<file path="src/pti_pkg.sv">
// constants shared by the peripheral task/event register interface.
// assumes a 4 KB register window per peripheral, word aligned accesses.
package pti_pkg;

	// address window and peripheral numbering
	localparam logic [31:0] PERIPH_BASE = 32'h4000_0000;
	localparam logic [31:0] BLOCK_SIZE  = 32'h0000_1000;
	localparam int          ADDR_W      = 12;
	localparam int          NUM_SLOTS   = 32;

	// register offsets inside the window
	localparam logic [11:0] TASK_LO_OFS   = 12'h000;
	localparam logic [11:0] TASK_HI_OFS   = 12'h07c;
	localparam logic [11:0] EVT_LO_OFS    = 12'h100;
	localparam logic [11:0] EVT_HI_OFS    = 12'h17c;
	localparam logic [11:0] LINK_EN_OFS   = 12'h200;
	localparam logic [11:0] IRQ_MASK_OFS  = 12'h300;
	localparam logic [11:0] IRQ_SET_OFS   = 12'h304;
	localparam logic [11:0] IRQ_CLR_OFS   = 12'h308;
	localparam logic [11:0] GEN_LO_OFS    = 12'h400;
	localparam logic [11:0] GEN_HI_OFS    = 12'h7fc;

	// field positions and reset values
	localparam int          FLAG_BIT      = 0;
	localparam logic [31:0] LINK_EN_RST   = 32'h0000_0000;
	localparam logic [31:0] IRQ_MASK_RST  = 32'h0000_0000;
	localparam logic [31:0] EVT_FLAG_RST  = 32'h0000_0000;

	// true when a word address lies inside [lo, hi]
	function automatic logic in_range(input logic [11:0] a,
		input logic [11:0] lo, input logic [11:0] hi);
		in_range = (a >= lo) && (a <= hi);
	endfunction

	// slot number of a word inside a 32-word group
	function automatic logic [4:0] slot_of(input logic [11:0] a);
		slot_of = a[6:2];
	endfunction

endpackage

</file>
<file path="src/pti_core.sv">
// register interface shared by every peripheral: tasks, sticky events,
// event-to-task links and the interrupt mask with set/clear companions.
// assumes a simple single-cycle register port driven synchronously to
// clk_in, and task/event toggle signals synchronous to clk_in.
`timescale 1ns/1ps

module pti_core #(
	parameter logic [31:0] BASE_ADDR = 32'h4000_0000
) (
	input  wire logic        clk_in,
	input  wire logic        rst_b_in,
	input  wire logic        reg_sel_in,
	input  wire logic        reg_wr_in,
	input  wire logic [11:0] reg_addr_in,
	input  wire logic [31:0] reg_wdata_in,
	output logic      [31:0] reg_rdata_out,
	output logic             reg_ack_out,
	input  wire logic [31:0] task_sig_in,
	input  wire logic [31:0] evt_sig_in,
	output logic      [31:0] task_trig_out,
	output logic      [31:0] evt_gen_out,
	output logic             irq_out,
	output logic      [4:0]  irq_num_out,
	output logic             cfg_wr_out,
	output logic      [11:0] cfg_addr_out,
	output logic      [31:0] cfg_wdata_out,
	input  wire logic [31:0] cfg_rdata_in
);

	// identifier follows the base address of the window
	localparam logic [31:0] PERIPH_ID =
		(BASE_ADDR - pti_pkg::PERIPH_BASE) / pti_pkg::BLOCK_SIZE;

	// register port timing, as the processor side sees it:
	//  edge 0: reg_sel_in high with reg_wr_in, address and data standing
	//  edge 1: reg_ack_out high for one cycle; read data on reg_rdata_out
	//  read data then holds until the next read is taken
	//  back-to-back accesses on every edge are allowed
	// writes land at edge 0, so a read at edge 1 already sees them.
	//
	// reset sequence:
	//  rst_b_in low clears everything at once, without a clock
	//  the internal copy rises two edges after rst_b_in rises
	//  the first edge after that only loads the toggle history
	//  toggles count from the second edge onward
	// a bus access before the internal copy rises is answered by nothing.
	//
	// event path, for event n:
	//  edge 0: evt_sig_in[n] has changed level since the last edge
	//  edge 1: evt_gen_out[n] pulses, the flag reads one,
	//          task n pulses as well when link n is enabled
	//  edge 2: irq_out rises when mask bit n is set
	// the pulse repeats on every toggle, set flag or not, so a link or a
	// consumer outside never misses an event because software was slow.
	//
	// task path, for task n:
	//  edge 0: a write of one in bit 0 to the task word, or a change of
	//          task_sig_in[n]
	//  edge 1: task_trig_out[n] pulses for one cycle
	// software and hardware triggers in one cycle merge into one pulse;
	// the peripheral cannot tell them apart, which is harmless because a
	// task is an edge, not a count.
	//
	// clear against set: a toggle in the very cycle of a clearing write
	// keeps the flag set, so an event is never lost between the read that
	// found the source and the write that acknowledged it.
	//
	// generic region: strobe, address and data go out combinationally in
	// the write cycle; the peripheral's read data is sampled at the read
	// edge and appears with the ack.

	// true for the word of the link enable register
	function automatic logic hit_link(input logic [11:0] a);
		hit_link = (a == pti_pkg::LINK_EN_OFS);
	endfunction

	// true for the main interrupt mask word
	function automatic logic hit_mask(input logic [11:0] a);
		hit_mask = (a == pti_pkg::IRQ_MASK_OFS);
	endfunction

	// true for the set companion of the interrupt mask
	function automatic logic hit_set(input logic [11:0] a);
		hit_set = (a == pti_pkg::IRQ_SET_OFS);
	endfunction

	// true for the clear companion of the interrupt mask
	function automatic logic hit_clr(input logic [11:0] a);
		hit_clr = (a == pti_pkg::IRQ_CLR_OFS);
	endfunction

	// true for any of the three words of the mask group
	function automatic logic hit_mask_grp(input logic [11:0] a);
		hit_mask_grp = hit_mask(a) || hit_set(a) || hit_clr(a);
	endfunction

	// reset synchroniser, toggle history, event flags, link enables and interrupt mask

	logic        rst_meta_r;
	logic        rst_sync_r;
	logic        primed_r;
	logic [31:0] task_prev_r;
	logic [31:0] evt_prev_r;
	logic [31:0] evt_flag_r;
	logic [31:0] link_en_r;
	logic [31:0] irq_mask_r;
	// output pulses, interrupt level and held read data
	logic [31:0] task_trig_r;
	logic [31:0] evt_gen_r;
	logic        irq_r;
	logic [31:0] rdata_r;
	logic        ack_r;

	// decode and next values, all combinational
	logic [11:0] waddr;
	logic        wr_acc;
	logic        is_task;
	logic        is_evt;
	logic        is_gen;
	logic [31:0] slot_bit;
	logic [31:0] task_tog;
	logic [31:0] evt_tog;
	logic [31:0] sw_task;
	logic [31:0] evt_clr;
	logic [31:0] rdata_nxt;

	// reset release through two flops; assertion stays asynchronous
	always_ff @(posedge clk_in or negedge rst_b_in) begin
		if (!rst_b_in) begin
			rst_meta_r <= 1'b0;
			rst_sync_r <= 1'b0;
		end else begin
			rst_meta_r <= 1'b1;
			rst_sync_r <= rst_meta_r;
		end
	end

	// word address decode; low address bits are ignored
	always_comb begin
		waddr   = {reg_addr_in[11:2], 2'b00};
		wr_acc  = reg_sel_in & reg_wr_in;
		is_task = pti_pkg::in_range(waddr, pti_pkg::TASK_LO_OFS,
			pti_pkg::TASK_HI_OFS);
		is_evt  = pti_pkg::in_range(waddr, pti_pkg::EVT_LO_OFS,
			pti_pkg::EVT_HI_OFS);
		is_gen  = pti_pkg::in_range(waddr, pti_pkg::GEN_LO_OFS,
			pti_pkg::GEN_HI_OFS);
		slot_bit = 32'h0000_0001 << pti_pkg::slot_of(waddr);
	end

	// previous levels of toggle inputs; the first cycle after reset only
	// loads them, so a signal idling high does not fire a false toggle
	always_ff @(posedge clk_in or negedge rst_sync_r) begin
		if (!rst_sync_r) begin
			primed_r    <= 1'b0;
			task_prev_r <= 32'h0000_0000;
			evt_prev_r  <= 32'h0000_0000;
		end else begin
			primed_r    <= 1'b1;
			task_prev_r <= task_sig_in;
			evt_prev_r  <= evt_sig_in;
		end
	end

	// toggle detection and software task/event writes
	always_comb begin
		task_tog = primed_r ? (task_sig_in ^ task_prev_r) : 32'h0000_0000;
		evt_tog  = primed_r ? (evt_sig_in ^ evt_prev_r) : 32'h0000_0000;
		// only a one in the flag bit starts a task
		sw_task  = (wr_acc && is_task && reg_wdata_in[pti_pkg::FLAG_BIT])
			? slot_bit : 32'h0000_0000;
		evt_clr  = (wr_acc && is_evt && !reg_wdata_in[pti_pkg::FLAG_BIT])
			? slot_bit : 32'h0000_0000;
	end

	// sticky event flags; a new event in the clearing cycle is kept
	always_ff @(posedge clk_in or negedge rst_sync_r) begin
		if (!rst_sync_r)
			evt_flag_r <= pti_pkg::EVT_FLAG_RST;
		else
			evt_flag_r <= (evt_flag_r & ~evt_clr) | evt_tog;
	end

	// event pulses go out every time, whatever the flag holds
	always_ff @(posedge clk_in or negedge rst_sync_r) begin
		if (!rst_sync_r)
			evt_gen_r <= 32'h0000_0000;
		else
			evt_gen_r <= evt_tog;
	end

	// link enables; link n wires event n to task n and cannot be moved
	always_ff @(posedge clk_in or negedge rst_sync_r) begin
		if (!rst_sync_r)
			link_en_r <= pti_pkg::LINK_EN_RST;
		else if (wr_acc && hit_link(waddr))
			link_en_r <= reg_wdata_in;
	end

	// task pulses from software, task signals and enabled links
	always_ff @(posedge clk_in or negedge rst_sync_r) begin
		if (!rst_sync_r)
			task_trig_r <= 32'h0000_0000;
		else
			task_trig_r <= sw_task | task_tog
				| (evt_tog & link_en_r);
	end

	// interrupt mask with set and clear companions
	always_ff @(posedge clk_in or negedge rst_sync_r) begin
		if (!rst_sync_r)
			irq_mask_r <= pti_pkg::IRQ_MASK_RST;
		else if (wr_acc && hit_mask(waddr))
			irq_mask_r <= reg_wdata_in;
		else if (wr_acc && hit_set(waddr))
			irq_mask_r <= irq_mask_r | reg_wdata_in;
		else if (wr_acc && hit_clr(waddr))
			irq_mask_r <= irq_mask_r & ~reg_wdata_in;
	end

	// bit n of the mask gates event n, which sits at 0x100 + 4n
	always_ff @(posedge clk_in or negedge rst_sync_r) begin
		if (!rst_sync_r)
			irq_r <= 1'b0;
		else
			irq_r <= |(evt_flag_r & irq_mask_r);
	end

	// read mux; unmapped words and task words read zero
	always_comb begin
		rdata_nxt = 32'h0000_0000;
		if (is_evt)
			rdata_nxt[pti_pkg::FLAG_BIT] =
				evt_flag_r[pti_pkg::slot_of(waddr)];
		else if (is_gen)
			rdata_nxt = cfg_rdata_in;
		else if (hit_link(waddr))
			rdata_nxt = link_en_r;
		else if (hit_mask_grp(waddr))
			rdata_nxt = irq_mask_r;
	end

	// answer one cycle after the access; read data held until the next
	always_ff @(posedge clk_in or negedge rst_sync_r) begin
		if (!rst_sync_r) begin
			rdata_r <= 32'h0000_0000;
			ack_r   <= 1'b0;
		end else begin
			ack_r <= reg_sel_in;
			if (reg_sel_in && !reg_wr_in)
				rdata_r <= rdata_nxt;
		end
	end

	// generic region is handed to the peripheral's own logic
	assign cfg_wr_out    = wr_acc & is_gen;
	assign cfg_addr_out  = waddr;
	assign cfg_wdata_out = reg_wdata_in;

	assign reg_rdata_out = rdata_r;
	assign reg_ack_out   = ack_r;
	assign task_trig_out = task_trig_r;
	assign evt_gen_out   = evt_gen_r;
	assign irq_out       = irq_r;
	assign irq_num_out   = PERIPH_ID[4:0];

endmodule

</file>
<file path="config.mk">
export PLATFORM = sky130hd
export DESIGN_NAME = pti_core
export DESIGN_NICKNAME = d
export VERILOG_FILES = /design/src/pti_pkg.sv /design/src/pti_core.sv
export SDC_FILE = /design/constraint.sdc
export NUM_CORES = 1
export LEC_CHECK = 0
export BUFFER_PORTS_ARGS = -buffer_cell sky130_fd_sc_hd__clkbuf_2
export CAP_MARGIN = 10
export CORE_AREA = 2 2 141 157
export CTS_CLUSTER_DIAMETER = 150
export CTS_CLUSTER_SIZE = 14
export DETAILED_ROUTE_END_ITERATION = 7
export DIE_AREA = 0 0 143 159
export GPL_ROUTABILITY_DRIVEN = 0
export PLACE_DENSITY = 0.79
export SKIP_LAST_GASP = 1
export SLEW_MARGIN = 20
export SYNTH_ARGS = -nofsm -noshare
export SYNTH_HDL_FRONTEND = slang
export SYNTH_SLANG_ARGS = --single-unit
</file>
<file path="constraint.sdc">
create_clock -name clk_in -period 8.6 [get_ports clk_in]
set_clock_uncertainty 0.1 [all_clocks]
set_input_delay 1.72 -clock clk_in [delete_from_list [all_inputs] [get_ports clk_in]]
set_output_delay 1.72 -clock clk_in [all_outputs]
set_load 0.005 [all_outputs]
</file>
======== After elaboration in Yosys (flattened, before gate mapping) ========
Cells that the tools add are included.
word-level totals
  register bits after elaboration ......... 261
  bits in latches ......................... 0
  memory bits (writable) .................. 0
  ROM bits ................................ 0
  bits of input ports ..................... 144
  output and inout port bits .............. 148
  logic and storage cells ................. 71
  memories ................................ 0
operators by class
  add/subtract/negate cells ............... 0
  $mul .................................... 0
  divide/modulo/power cells ............... 0
  $lt $le $gt $ge ......................... 7
  equality and inequality tests ........... 4
  shift operators ......................... 1
  muxes and demuxes ....................... 14
  bitwise logic cells ..................... 14
  reduce and logical (&&, ||, !) cells .... 18
operators by type and width
  cell                                                                      number
  32-bit 2-to-1 mux                                                         10
  32-bit bitwise AND                                                        4
  32-bit bitwise OR                                                         4
  32-bit NOT                                                                2
  32-bit bitwise XOR                                                        2
  10-bit by 8-bit equality test with 1-bit output (second input constant)   4
  32-bit OR reduction                                                       1
  1-bit by 5-bit left shift with 32-bit output (first input constant)       1
  31-bit 2-to-1 mux                                                         1
  12-bit by 1-bit >= comparator with 1-bit output (second input constant)   1
  12-bit by 11-bit >= comparator with 1-bit output (second input constant)  1
  12-bit by 9-bit >= comparator with 1-bit output (second input constant)   1
  12-bit by 11-bit <= comparator with 1-bit output (second input constant)  1
  12-bit by 7-bit <= comparator with 1-bit output (second input constant)   1
  12-bit by 9-bit <= comparator with 1-bit output (second input constant)   1
  1-bit logical AND                                                         12
  5-bit by 6-bit < comparator with 1-bit output (second input constant)     1
  1-bit binary-select mux with 5-bit select                                 1
  3-bit nonzero test                                                        1
  1-bit bitwise AND                                                         2
  1-bit logical NOT                                                         2
  1-bit logical OR                                                          2
  1-bit 2-to-1 mux                                                          2

======== Longest topological paths before layout ========
Gate-level depths: netlist of run 1.
  depth in word-level cells ............... 8
  gate-level depth with buffers ........... 7
  gate-level depth less buffers ........... 5

======== Least setup slack after synthesis of run 1 ========
No wires, ideal clock.
  path type ............................... input -> output
  start point ............................. input port reg_addr_in[11]
  end point ............................... output port cfg_wr_out
  arrival ................................. 2.228 ns
  data required time ...................... 6.780 ns
  setup slack ............................. 4.552 ns
  stages on the path ...................... 3
  path buffers ............................ 1
  cell sequence ........................... nand2b_1 -> clkbuf_1 -> nor2_1
between the ends
  longest elaborated chain between the ends .. 3
  elaborated cells on any way between the ends .. 4
  those cells by class .................... order compare (2); bitwise (1); reduce/logical (1)
ends and longest elaborated chain
  what                                                                                                                         line             text
  start: declaration                                                                                                           pti_core.sv:14   input wire logic [11:0] reg_addr_in,
  12-bit by 11-bit >= comparator with 1-bit output / 12-bit by 11-bit <= comparator with 1-bit output (equally long branches)  pti_pkg.sv:32    in_range = (a >= lo) && (a <= hi);
  1-bit logical AND *                                                                                                          pti_pkg.sv:32
  1-bit bitwise AND *                                                                                                          pti_core.sv:256  assign cfg_wr_out = wr_acc & is_gen;
  end: declaration                                                                                                             pti_core.sv:24   output logic cfg_wr_out,
Mark *: on every way between the ends. The rest lies on a longest branch, timed or not.

======== Worst setup path in the final report of run 1 ========
Same ends and word-level chain as after synthesis.

==> results of run 1 <==
## cell families (layout without fill, tap and decap cells)
group	after synthesis	after routing	synth area share [%]
DFF	261	261	59.4
AOI/OAI and AO/OA	246	246	16.0
and+or+nand+nor	181	181	8.77
buffers and inverters	106	326	5.72
xor gates and xnor gates	64	64	5.10
muxes	40	40	4.92
other	2	9	0.0683
## per-stage QoR
step / power [uW] / setup WS, ns / std cells / cell area [um2] / util (%)
after global placement: 1590 / 3.96 / 1389 / 12300 / 58.4
after floorplan: 1470 / 0.688 / 907 / 11000 / -
after detailed placement: 1600 / 3.92 / 1389 / 12300 / 58.4
after global routing: 2570 / 4.20 / 1417 / 13000 / 61.5
after CTS: 2490 / 4.27 / 1415 / 12900 / 61.2
final: 2480 / 4.27 / 1417 / 13000 / 61.5
## per-layer routing
| layer | GRT usage, % | routed length, um | vias to the layer above |
|---|---|---|---|
| met5 | 0 | 13 | - |
| met4 | 9.81 | 1160 | 2 |
| met3 | 4.96 | 2550 | 78 |
| met2 | 46.2 | 15400 | 444 |
| met1 | 37.9 | 12600 | 4245 |
| li1 | - | - | 3641 |
## worst max path at each step
stage / start / end / slack [ns] / cells past startpoint
floorplan: rst_sync_r / asynchronous set/reset pin / 0.69 / 0
global placement: reg_addr_in[2] / link_en_r[14] / 3.96 / 5
detailed placement: reg_addr_in[2] / link_en_r[14] / 3.92 / 5
CTS: reg_addr_in[11] / cfg_wr_out / 4.27 / 5
global route: reg_addr_in[11] / cfg_wr_out / 4.20 / 5
finish: reg_addr_in[11] / cfg_wr_out / 4.27 / 5
## area by class of cell
class	count	area share (%)
clock buffer	25	4.49
clock inverter	1	0.0579
inverter	3	0.0868
multi-input combinational	540	30.1
sequential	261	50.4
tap	290	2.80
timing repair buffer	297	12.1
## cell usage in the layout, fill, tap and decap left out, types with 4 or more instances in the layout
master and n:
a221oi_1 34, a22o_1 34, a22oi_1 46, and2_1 32, buf_4 12, clkbuf_16 23, clkbuf_2 282, conb_1 9
dfrtp_1 259, mux2_1 22, mux2_2 10, mux4_2 8, nand2_1 43, nand2b_1 35, nand3_1 14, nor2_1 35
nor2b_1 4, o21ai_0 97, o41ai_1 27, o41ai_2 4, xor2_1 64
## power by group through the flow
stage                     sequential (uW)  combinational [uW]  clock [uW]
after global routing                 1320                 287         959
after floorplan                      1350                 115           0
final                                1320                 260         898
after CTS                            1320                 261         911
after detailed placement             1340                 259           0
after global placement               1340                 253           0
## worst reg2reg max path, delay by kind of cell, from the launching register on
kind / cells / cell delay [ns]
buffers and inverters: 3 / 1.57
DFF: 1 / 0.60
==> impl_metrics.tcl, run 1 <==
set metrics [dict create \
    setup_tns_ns 0 \
    wl_um 31700 \
    syn2layout_area_growth_pct 18.0 \
    synth_most_common_cell "dfrtp_1" \
    yosysTopAreaCell "dfrtp_1" \
    hp-class "flip-flop to asynchronous set/reset pin" \
    grt_pass1_vias 8578 \
    ys.flop_type "dfrtp_1" \
    drv_cap 0 \
    core_area_um2 21100 \
    finalCritPeriodShare_pct 50.3 \
    avgSynthCellArea_um2 12.2 \
    drive_above_1_share_pct 31.6 \
    power.internal_uw 1870 \
    crit_chain "clkbuf_2, nand2b_1, buf_4, nor2_1, clkbuf_2" \
    antenna_cells 0 \
    htreeDepth 1 \
    switching_share_pct 24.4 \
    grt_pass1_wl_um 49000 \
    powerDensity_nw_per_um2 191 \
    ys_types 38 \
    hold_buffers 0 \
    p_leak_uw 0.00612 \
    clockBufferDepth 3 \
    dr_total_vias 8410 \
    multiInputGateArea_um2 3910 \
    ctsResizeCount 0 \
    crit_top_cell "clkbuf_2" \
    drt-initial-drc-count 748 \
    io_buffers 282 \
    dr.pass1.iters 7 \
    synth_top_area_share_pct 59.4 \
    finalMaxSlewViolations 0 \
    synth_seq_cells 261 \
    worst_pin_slew_ns 0.979 \
    hold_viol 0 \
    netlist_top_cells_count "261 x dfrtp_1, 97 x o21ai_0, 64 x xor2_1" \
    antenna_left 0 \
    synthArstFlopShare_pct 100 \
    die_w_um 143 \
    clkSlewWorstSetupHoldPaths_ns 0.07 \
    syn_inst 900 \
    nets 1269 \
    timing.rr.end "primed_r" \
    synth_area_leaders "dfrtp_1 59%, xor2_1 5.1%, o21ai_0 4.4%" \
    cts_tree "built" \
    switchingPower_uw 605 \
    critPathTopFamily "buffers and inverters" \
    drc 0 \
    cp-end-kind "primary output" \
    combinationalPowerShare_pct 10.5 \
    rows 56 \
    reg2reg_from "rst_sync_r" \
    regArea_um2 6540 \
    die_h_um 159 \
    path_buf_inv 3 \
    crit_path_top_delay_cell "buf_4" \
    dieArea_um2 22700 \
    synth_edf_count 0 \
    hpwlAfterDp_um 22400 \
    worstPathRequired_ns 6.78 \
    rsz0062_at_grt "no" \
    cts_setup_buffers 0 \
    gr-total-overflow 0 \
    rr_worst_depth 3 \
    max_freq_ghz 0.231 \
    max_stage_delay_ns 0.35 \
    max-vdd-ir-drop_v 0.000136 \
    outcome "completed" \
    cp.arrival_ns 2.51 \
    worst_skew_pair.late_latency_ns 0.51 \
    clock_sinks 261 \
    synth_area_um2 11000 \
    cts-buffers-inserted 22 \
    ff2ff_setup_slack_ns 6.22 \
    root_buffer "clkbuf_16" \
    wl_per_cell_um 22.4 \
    critPathMaxFanout 32 \
    power_frac_clock_pct 36.3 \
    whs_ns 0.106 \
    period_minus_slack_ns 4.33 \
    critPathLaunchType "primary input" \
    max_slew_margin_pct 34.2 \
    start_util_pct 52.1 \
    num_io_pins 292 \
    routed_via_density 5.94 \
    grt_max_degree 85 \
    critPathKind "primary input to primary output" \
    pwr-share-seq_pct 53.2 \
    antenna_found_initial 1 \
    synth_seq_area_share_pct 59.4 \
    yosysWarningCount 0 \
    fillCellCount 1656 \
    setup_viol 0 \
    grt_util_all_layers_pct 28.2 \
]
Note: power is estimated with default switching activity, not from simulation.
==> run 2, diff against run 1 <==
==> constraint.sdc (replaced) <==
create_clock -name clk_in -period 4.3 [get_ports clk_in]
set_clock_uncertainty 0.1 [all_clocks]
set_input_delay 0.86 -clock clk_in [delete_from_list [all_inputs] [get_ports clk_in]]
set_output_delay 0.86 -clock clk_in [all_outputs]
set_load 0.005 [all_outputs]
==> impl_metrics.tcl, run 2 (synthesis results as in run 1) <==
set metrics [dict create \
    grt_util_all_layers_pct 27.3 \
    worstPathRequired_ns 4.60 \
    nets 1276 \
    max_stage_delay_ns 0.80 \
    dr_total_vias 8404 \
    hold_viol 0 \
    dr.pass1.iters 6 \
    cts_setup_buffers 0 \
    finalCritPeriodShare_pct 71.7 \
    p_leak_uw 0.00615 \
    max_freq_ghz 0.325 \
    worst_pin_slew_ns 0.976 \
    syn2layout_area_growth_pct 18.4 \
    setup_tns_ns 0 \
    io_buffers 282 \
    grt_pass1_wl_um 47800 \
    max_slew_margin_pct 34.7 \
    crit_path_top_delay_cell "nor3_4" \
    grt_pass1_vias 8355 \
    post-place-ws_ns 0.735 \
    layout_common_cells "282 x clkbuf_2, 259 x dfrtp_1, 97 x o21ai_0" \
    wl_um 31100 \
    powerDensity_nw_per_um2 380 \
    cts_tree "built" \
    layout.cells.non_filler 1424 \
    hpwlAfterDp_um 22700 \
    ctsResizeCount 0 \
    crit_chain "clkbuf_2, or3_1, or3_4, nor3_4, buf_4, o21ai_0, a22o_1" \
    antenna_found_initial 1 \
    routed_via_density 5.90 \
    core_area_um2 21100 \
    critPathKind "primary input to flip-flop" \
    drt-initial-drc-count 782 \
    num_io_pins 292 \
    final_common_cell "clkbuf_2" \
    die_w_um 143 \
    grt_max_degree 103 \
    hp-class "primary input to asynchronous set/reset pin" \
    worst_skew_pair.late_latency_ns 0.51 \
    drc 0 \
    path_buf_inv 2 \
    cts-buffers-inserted 22 \
    antenna_left 0 \
    worst_slack_ns 1.22 \
    dp.cells 1398 \
    fin_util_pct 61.7 \
    setup_viol 0 \
    die_h_um 159 \
    cp-end-kind "flip-flop" \
    root_buffer "clkbuf_16" \
    dieArea_um2 22700 \
    htreeDepth 1 \
    max-vdd-ir-drop_v 0.000266 \
    hold_buffers 0 \
    critPathMaxFanout 24 \
    worst-path-stages 7 \
    drive_above_1_share_pct 32.0 \
    rows 56 \
    cp.arrival_ns 3.38 \
    clockBufferDepth 3 \
    clkSlewWorstSetupHoldPaths_ns 0.07 \
    clock_sinks 261 \
    outcome "completed" \
    critPathLaunchType "primary input" \
    gr-total-overflow 0 \
    rr_worst_depth 5 \
    rsz0062_at_grt "no" \
    critPathTopFamily "simple AND/OR/NAND/NOR gates" \
    wl_per_cell_um 21.8 \
    period_minus_slack_ns 3.08 \
    drv_cap 0 \
    finalMaxSlewViolations 0 \
    start_util_pct 52.1 \
]
run 2: changes by cell type in the layout (fill, tap and decap cells not counted):
cell / before / now
buf_4: 12 / 19
clkbuf_1: 2 / 1
diode_2: 0 / 1
buf_16: 2 / 0
buf_6: 1 / 0
buf_12: 0 / 3
run 2: cell type report:
type / count / area (um2)
diodes: 1 / 2.50
clock buffers: 24 / 579
clock inverters: 1 / 7.51
fillers: 1701 / 8070
inverters: 3 / 11.3
multi-input cells: 540 / 3910
flip-flops and latches: 261 / 6540
well taps: 290 / 363
repair buffers: 304 / 1610
run 2: stage by stage:
stage | instance area [um2] | total power, uW | hold WS, ns
after floorplan | 11000 | 2940 | 0.231
after global placement | 12400 | 3190 | 0.235
after detailed placement | 12400 | 3210 | 0.242
after CTS | 13000 | 4990 | 0.0254
after global routing | 13000 | 5130 | 0.0294
final | 13000 | 4950 | 0.0335
run 2: final timing paths:
check	start	to	slack [ns]
setup / recovery	reg_addr_in[11]	flip-flop	1.22
hold / removal	rst_b_in	rst_sync_r	0.03
setup reg to reg	evt_flag_r[7]	reg_rdata_out[0]	2.48
hold reg to reg	rst_meta_r	rst_sync_r	0.25
max in group asynchronous	rst_sync_r	task_trig_out[1]	2.69
min in group clk_in	rst_meta_r	rst_sync_r	0.25
run 2: per-layer routing:
metal,track usage (%),share of wire [%]
met5,0,0
met4,8.37,2.6
met3,3.97,8.6
met2,45.1,49
met1,37.5,39
run 2: worst register-to-register path, delay by kind of cell, from the launching register on:
family | cells | cell delay, ns
flops | 1 | 0.42
mux | 1 | 0.52
simple gates | 2 | 0.24
compound gates | 2 | 0.39
run 2: power breakdown:
part | switching (uW) | total (uW) | internal [uW]
clock | 846 | 1790 | 946
combinational | 289 | 511 | 222
sequential | 74.2 | 2650 | 2570
